`config.mk`:
```
export PLATFORM = sky130hd
export DESIGN_NAME = ccs_regs
export DESIGN_NICKNAME = d
export VERILOG_FILES = /design/src/design/ccs_pkg.sv /design/src/design/ccs_deglitch.sv /design/src/design/ccs_regs.sv
export SDC_FILE = /design/constraint.sdc
export NUM_CORES = 1
export LEC_CHECK = 0
export CELL_PAD_IN_SITES_DETAIL_PLACEMENT = 0
export CELL_PAD_IN_SITES_GLOBAL_PLACEMENT = 1
export CORE_AREA = 4 4 200 202
export DETAILED_ROUTE_END_ITERATION = 12
export DIE_AREA = 0 0 204 206
export DONT_BUFFER_PORTS = 1
export PLACE_DENSITY_LB_ADDON = 0.1
export SLEW_MARGIN = 15
export SYNTH_ARGS = -nofsm -noshare
export SYNTH_HDL_FRONTEND = slang
export SYNTH_SLANG_ARGS = --single-unit
```
`constraint.sdc`:
```
create_clock -name clk -period 37.2 [get_ports clk]
set_input_delay 5.58 -clock clk [delete_from_list [all_inputs] [get_ports clk]]
set_output_delay 5.58 -clock clk [all_outputs]
set_load 0.005 [all_outputs]
```
`src/design/ccs_pkg.sv`:
```
// Package for the charger control and status register block.
// Holds command codes, control and status field positions, reset values
// and timing counts; assumes a 100 MHz core clock.
package ccs_pkg;

  // ****************************************************************
  // Command codes
  // ****************************************************************
  localparam logic [7:0]  CCS_CMD_CONTROL   = 8'h12;
  localparam logic [7:0]  CCS_CMD_STATUS    = 8'h13;

  // ****************************************************************
  // Control register fields
  // ****************************************************************
  localparam int          CCS_B_STOP        = 0;
  localparam int          CCS_B_POR_RESET   = 2;
  localparam int          CCS_B_FREQ        = 5;
  localparam int          CCS_B_OCEN        = 6;
  localparam int          CCS_B_RATIO       = 7;
  localparam int          CCS_B_DEPL        = 9;
  localparam logic [15:0] CCS_CTRL_WMASK    = 16'h0FE1;
  localparam logic [15:0] CCS_CTRL_RESET    = 16'h0000;

  // ****************************************************************
  // Status register fields
  // ****************************************************************
  localparam int          CCS_S_NOT_READY   = 0;
  localparam int          CCS_S_NOT_ON      = 1;
  localparam int          CCS_S_DEPL_BATT   = 6;
  localparam int          CCS_S_DEPL_ADPT   = 7;
  localparam int          CCS_S_DEPL        = 11;
  localparam logic [15:0] CCS_STATUS_RESET  = 16'h0003;
  localparam logic [15:0] CCS_DEGLITCH_MASK = 16'hFFFC;

  // ****************************************************************
  // Thresholds and ratios
  // ****************************************************************
  localparam logic [8:0]  CCS_DEPL_BASE_CV  = 9'h0DC;  // 2.2 V in 10 mV units
  localparam logic [8:0]  CCS_DEPL_STEP_CV  = 9'h00A;  // 0.1 V
  localparam logic [4:0]  CCS_RATIO_BASE    = 5'h0D;   // 1.3 in tenths
  localparam logic [4:0]  CCS_RATIO_STEP    = 5'h02;   // 0.2 in tenths
  localparam logic [3:0]  CCS_RATIO_SCALE   = 4'hA;

  // ****************************************************************
  // Timing
  // ****************************************************************
  localparam int          CCS_CLK_KHZ       = 100000;
  localparam int          CCS_DEGLITCH_MS   = 8;
  localparam int          CCS_DEGLITCH_CYC  = CCS_DEGLITCH_MS * CCS_CLK_KHZ;
  localparam int          CCS_CNT_W         = 20;

  // ****************************************************************
  // Carriers
  // ****************************************************************
  typedef struct packed {
    logic        por_done;
    logic        adapter_present;
    logic        gate_drive_rail;
    logic        charge_inhibit_pin;
    logic [8:0]  cell_voltage_cv;
    logic [15:0] input_current_limit;
    logic [15:0] adapter_current;
    logic [15:0] sensed_status;
  } ccs_sense_s;

  typedef struct packed {
    logic        wr_en;
    logic        rd_en;
    logic [7:0]  cmd;
    logic [15:0] wr_data;
  } ccs_host_s;

endpackage

```
`src/design/ccs_deglitch.sv`:
```
// Per-bit persistence filter for status conditions.
// Assumes inputs synchronous to clk; masked-out bits pass with one flop.
`timescale 1ns/1ps
`default_nettype none
module ccs_deglitch #(
  parameter int          CYCLES = 800000,
  parameter logic [15:0] MASK   = 16'hFFFF
) (
  // Clock and reset
  input  wire logic        clk,
  input  wire logic        reset,
  // Raw and filtered conditions
  input  wire logic [15:0] raw,
  output logic      [15:0] filt
);
  import ccs_pkg::*;

  localparam logic [CCS_CNT_W-1:0] LAST = CCS_CNT_W'(CYCLES - 1);

  typedef struct packed {
    logic [15:0]                out;
    logic [15:0][CCS_CNT_W-1:0] cnt;
  } ccs_dg_state_s;

  ccs_dg_state_s st_q;
  ccs_dg_state_s st_d;

  // ****************************************************************
  // Filter
  // ****************************************************************
  always_comb begin
    st_d = st_q;
    for (int i = 0; i < 16; i++) begin
      if (!MASK[i] || raw[i] == st_q.out[i]) begin
        st_d.out[i] = raw[i];
        st_d.cnt[i] = '0;
      end else if (st_q.cnt[i] == LAST) begin
        st_d.out[i] = raw[i];
        st_d.cnt[i] = '0;
      end else begin
        st_d.cnt[i] = st_q.cnt[i] + 1'b1;
      end
    end
  end

  always_ff @(posedge clk or posedge reset) begin
    if (reset) begin
      st_q <= '0;
    end else begin
      st_q <= st_d;
    end
  end

  assign filt = st_q.out;
endmodule
`default_nettype wire

```
`src/design/ccs_regs.sv`:
```
// Charger control and status registers with alert and enable logic.
// Assumes the command framing is decoded outside; one strobe per access.
`timescale 1ns/1ps
`default_nettype none
// Contract
// - control bit 5 picks 500 kHz when set, 300 kHz when clear; resets clear.
// - control bit 6 enables adapter overcurrent protection.
// - ratio field acts only while bit 6 is high.
// - overcurrent threshold is input limit times 1.3, 1.5, 1.7 or 1.9.
// - three-bit depletion code selects 2.2 V to 2.9 V per cell.
// - depletion selection drives status bits 11, 6 and 7.
// - charging only when stop bit and inhibit pin are both low.
// - status bits update by themselves as conditions change.
// - chosen status bits change only after 8 ms persistence.
// - any status bit change pulls the alert low.
// - alert stays low until status is read, then released.
// - status bit 0 means not ready; starts at 1.
// - not-ready clears only with reset done, adapter and gate rail ready.
module ccs_regs #(
  parameter int DEGLITCH_CYCLES = ccs_pkg::CCS_DEGLITCH_CYC
) (
  // Clock and reset
  input  wire logic                clk,
  input  wire logic                reset,
  // Register access
  input  wire ccs_pkg::ccs_host_s  host,
  output logic              [15:0] rd_data,
  // Conditions sensed in the device
  input  wire ccs_pkg::ccs_sense_s sense,
  // Controls to the power stage
  output logic                     charge_enable,
  output logic                     switch_freq_sel,
  output logic              [20:0] oc_threshold_x10,
  output logic                     adapter_overcurrent,
  // Open-drain alert
  output logic                     alert_out,
  output logic                     alert_oe
);
  import ccs_pkg::*;

  typedef struct packed {
    logic [15:0] ctrl;
    logic [15:0] status;
    logic [15:0] rd_data;
    logic        charge_enable;
    logic        switch_freq_sel;
    logic [20:0] oc_thr;
    logic        adapter_overcurrent;
    logic        alert_oe;
  } ccs_state_s;

  ccs_state_s  st_q;
  ccs_state_s  st_d;
  logic [15:0] raw_status;
  logic [15:0] filt_status;
  logic [8:0]  depl_cv;
  logic        depleted;
  logic [4:0]  ratio;
  logic        ctrl_wr;
  logic        status_rd;
  logic        not_ready;

  // ****************************************************************
  // Condition decode
  // ****************************************************************
  always_comb begin
    ctrl_wr   = host.wr_en && host.cmd == CCS_CMD_CONTROL;
    status_rd = host.rd_en && host.cmd == CCS_CMD_STATUS;
    depl_cv   = CCS_DEPL_BASE_CV
              + 9'(st_q.ctrl[CCS_B_DEPL +: 3] * CCS_DEPL_STEP_CV);
    depleted  = sense.cell_voltage_cv < depl_cv;
    ratio     = CCS_RATIO_BASE
              + 5'(st_q.ctrl[CCS_B_RATIO +: 2] * CCS_RATIO_STEP);
    not_ready = !(sense.por_done && sense.adapter_present
                  && sense.gate_drive_rail);
    raw_status                  = sense.sensed_status;
    raw_status[CCS_S_NOT_READY] = 1'b0;
    raw_status[CCS_S_NOT_ON]    = 1'b0;
    raw_status[CCS_S_DEPL]      = depleted;
    raw_status[CCS_S_DEPL_BATT] = depleted && !sense.adapter_present;
    raw_status[CCS_S_DEPL_ADPT] = depleted && sense.adapter_present;
  end

  // ****************************************************************
  // Status deglitch
  // ****************************************************************
  ccs_deglitch #(
    .CYCLES (DEGLITCH_CYCLES),
    .MASK   (CCS_DEGLITCH_MASK)
  ) u_deglitch (
    .clk    (clk),
    .reset  (reset),
    .raw    (raw_status),
    .filt   (filt_status)
  );

  // ****************************************************************
  // Next state
  // ****************************************************************
  always_comb begin
    st_d = st_q;
    if (ctrl_wr) begin
      if (host.wr_data[CCS_B_POR_RESET]) begin
        st_d.ctrl = CCS_CTRL_RESET;
      end else begin
        st_d.ctrl = host.wr_data & CCS_CTRL_WMASK;
      end
    end
    st_d.switch_freq_sel = st_q.ctrl[CCS_B_FREQ];
    st_d.charge_enable   = !st_q.ctrl[CCS_B_STOP]
                         && !sense.charge_inhibit_pin && !not_ready;
    // Threshold kept in tenths so every ratio stays exact
    st_d.oc_thr = st_q.ctrl[CCS_B_OCEN]
                ? 21'(sense.input_current_limit) * 21'(ratio) : '0;
    st_d.adapter_overcurrent = st_q.ctrl[CCS_B_OCEN]
                && 21'(sense.adapter_current) * 21'(CCS_RATIO_SCALE) > st_q.oc_thr;
    st_d.status                  = filt_status;
    st_d.status[CCS_S_NOT_READY] = not_ready;
    st_d.status[CCS_S_NOT_ON]    = !st_q.charge_enable;
    st_d.rd_data = status_rd ? st_q.status : 16'h0000;
    // Set wins over the read clear, so no change is ever lost
    st_d.alert_oe = (st_d.status != st_q.status)
                  || (st_q.alert_oe && !status_rd);
  end

  always_ff @(posedge clk or posedge reset) begin
    if (reset) begin
      st_q          <= '0;
      st_q.ctrl     <= CCS_CTRL_RESET;
      st_q.status   <= CCS_STATUS_RESET;
    end else begin
      st_q <= st_d;
    end
  end

  // ****************************************************************
  // Outputs
  // ****************************************************************
  assign rd_data             = st_q.rd_data;
  assign charge_enable       = st_q.charge_enable;
  assign switch_freq_sel     = st_q.switch_freq_sel;
  assign oc_threshold_x10    = st_q.oc_thr;
  assign adapter_overcurrent = st_q.adapter_overcurrent;
  assign alert_out           = 1'b0;
  assign alert_oe            = st_q.alert_oe;
endmodule
`default_nettype wire

```
==> impl_metrics.csv <==
group,metric,value,unit
global_route,grt_first_pass_wirelength,67700,um
drt,vias,13908,
worst_setup_path,path_buf_inv,3,
synthesis,synthTopCellsByArea,"dfrtp_1 44%, xor2_1 7.4%, ha_1 7.0%",
synthesis,synth_nets,2362,
clocking,htreeDepth,2,
timing,slew_headroom,0.333,
drt,drt-vias-per-instance,5.30,
clocking,holdBufCountCts,0,
global_route,overflow,0,
drt,drc,0,
drt,antenna_left,0,
clocking,cts_tree,"done",
finish,diodes,0,
timing,hold_violations,0,
clocking,clkSlewWorstSetupHoldPaths,0.06,ns
clocking,cts_setup_buffers,0,
placement,placed_cells,2554,
worst_setup_path,crit_arrival,9.03,ns
pwr,pwr_density_cell,41.8,mW/mm^2
synthesis,syn_area,0.0204,mm^2
pwr,power.leakage,9.90,nW
worst_setup_path,cp-start-kind,"input pin",
die,num_rows,72,
timing,fin_tns_setup,0,ns
die,start_util,0.532,
worst_setup_path,crit_type,"input pin to flop",
drt,wl_per_cell,14.9,um
drt,drt_iter0_drc,618,
timing,finClkSkew,0.0155,ns
timing,tightest_slew,1.00,ns
pwr,pwr-share-clk,0.442,
run,cap_violations,0,
worst_setup_path,crit_required,37.62,ns
global_route,grt_pass1_vias,14023,
die,die_y,206,um
clocking,post_cts_resized,0,
pwr,peakVddDrop,0.0000282,V
finish,nNetsFinal,2312,
finish,final_common_cell,"nor2_1",
worst_setup_path,cp_slowest_cell,"fa_1",
global_route,grt_usage,0.192,
finish,area_growth_syn_to_layout,7.27,%
synthesis,yosys_warnings,0,
finish,final_util,0.571,
global_route,grt_max_degree,156,
worst_setup_path,slowest_delay,0.55,ns
pwr,p_seq_frac,0.437,
placement,placement.cell_area,0.0205,mm^2
finish,final_cell_mix,"373 x nor2_1, 357 x dfrtp_1, 172 x xor2_1, 133 x inv_1, 125 x nand3_1",
worst_setup_path,endpoint_kind,"flop",
clocking,cts_buffers,40,
pwr,combPwrFrac,0.120,
pwr,p_switching,0.230,mW
synthesis,ys_ff_latch,359,
synthesis,synth.largest_area_cell,"dfrtp_1",
die,core_area,0.0383,mm^2
worst_setup_path,path_delay_family,"adder cells",
finish,final_layout_size_suffix_gt1_frac,0.0461,
timing,drv_slew,0,
worst_setup_path,cpMostUsedCell,"inv_1",
drt,drtPass1Iterations,5,
clocking,clockRootBuffer,"clkbuf_16",
pwr,p_int,0.684,mW
worst_setup_path,path_max_fanout,4,
timing,grt_setup_unrepaired,"false",
die,dieArea,0.0420,mm^2
synthesis,yosysSeqAreaShare,0.441,
synthesis,synthCells,2128,
die,die_w,204,um
synthesis,async_reset_ff_frac,1.00,
hold_path,hp-class,"flop to flop",
finish,fin_area,0.0218,mm^2
placement,place_congestion,0.815,
worst_setup_path,path_cells,"inv_1, nor2_1, a21o_1, ha_1, fa_1, inv_1, fa_1, inv_1, ha_1, o211ai_1, o211ai_1, nand4bb_1, o21ai_0, a31oi_1, mux2i_1",
synthesis,synth-main-ff-cell,"dfrtp_1",
clocking,clock-sinks,359,
run_status,status,"complete, no violations",
die,pin_count,131,
pwr,p_sw_frac,0.252,
synthesis,synth_top_area_frac,0.439,
synthesis,synth-edff-count,0,
synthesis,synth_area_per_cell,9.57,um^2
timing,fin_crit_sh,0.231,
global_route,antenna_found_initial,0,
timing,setup_violations,0,
synthesis,ys_types,59,
clocking,clockBufferDepth,3,
timing,fmax,116,MHz
finish,fin_cells,2624,
placement,numPortBuffers,0,
placement,dp_hpwl,27900,um
clocking,clk_latency,0.55,ns
timing,period_needed,8.61,ns
drt,wl,39000,um
metal layers:
metal  global-route usage  wire length, um
met3               0.0477             2200
met2                0.314            17900
met4               0.0567              923
met5                    0                0
met1                0.255            18000
through the flow:
| stage | hold slack [ns] | power [mW] | setup WS (ns) |
|---|---|---|---|
| 3_5_place_dp | 0.380 | 0.519 | 28.01 |
| 6_report | 0.389 | 0.914 | 28.59 |
| 2_1_floorplan | 0.354 | 0.495 | 21.66 |
| 4_1_cts | 0.386 | 0.930 | 28.58 |
| 3_3_place_gp | 0.362 | 0.517 | 28.05 |
| 5_1_grt | 0.403 | 0.961 | 28.36 |
power groups by stage:
stage / Sequential, mW / Clock [mW] / Combinational, mW
after floorplan: 0.405 / 0 / 0.0899
after global placement: 0.407 / 0 / 0.110
after detailed placement: 0.407 / 0 / 0.112
after CTS: 0.400 / 0.418 / 0.113
after global routing: 0.401 / 0.432 / 0.128
final: 0.400 / 0.404 / 0.110
worst paths after layout:
kind / slack, ns / startpoint / endpoint / cells past startpoint
min in group asynchronous: 4.99 / reset / rd_data[3] / 1
max reg2reg: 32.62 / st_q[65] / oc_threshold_x10[19] / 14
min: 0.39 / st_d[23] / switch_freq_sel / 0
max in group asynchronous: 30.65 / reset / u_deglitch.st_q[274] / 2
min reg2reg: 0.39 / st_d[23] / switch_freq_sel / 0
max: 28.59 / sense[35] / oc_threshold_x10[19] / 15
flip-flops by register name, summed over array words and instances (netlist names):
signal,cells
u_deglitch.st_q,280
st_q,23
oc_threshold_x10,21
rd_data,16
u_deglitch.filt,14
adapter_overcurrent,1
alert_oe,1
charge_enable,1
st_d,1
switch_freq_sel,1
Yosys cell counts, types with 3 or more instances:
library cell,count
or4_1,5
nand4_1,63
xnor2_1,122
nor4b_1,10
nor4_1,18
dfrtp_1,357
nand2_1,122
nor3_1,33
nand2b_1,15
a21oi_1,46
ha_1,114
and4_1,25
clkbuf_1,33
and2_1,51
o31ai_1,6
xnor2_2,3
o211ai_1,9
inv_1,134
and3_1,38
o31a_1,3
nand4b_1,6
nor2b_1,12
o21a_1,5
or2_1,12
a31oi_1,4
a21o_1,25
or2_2,5
fa_1,31
mux2_2,14
o21ai_0,33
xor2_1,172
buf_2,17
buf_4,44
nand3_1,125
nor2_1,373
o21ai_1,4
or3_1,10
cell type report:
type	count	area [um^2]
fill	3390	16400
multi-input combinational	1540	10300
sequential	359	8990
clock buffer	56	1160
tap	518	648
inverter	134	515
clock inverter	14	186
timing repair buffer	3	22.5
cells by family after synthesis:
| group | after synthesis | share of synthesized area |
|---|---|---|
| and+or+nand+nor | 935 | 0.224 |
| DFF | 359 | 0.441 |
| muxes | 15 | 0.00823 |
| buffers and inverters | 229 | 0.0517 |
| other | 1 | 0.000184 |
| xor gates and xnor gates | 297 | 0.129 |
| adders and majority gates | 145 | 0.101 |
| AOI/OAI and AO/OA | 147 | 0.0450 |
Note: power is estimated with default switching activity, not from simulation.
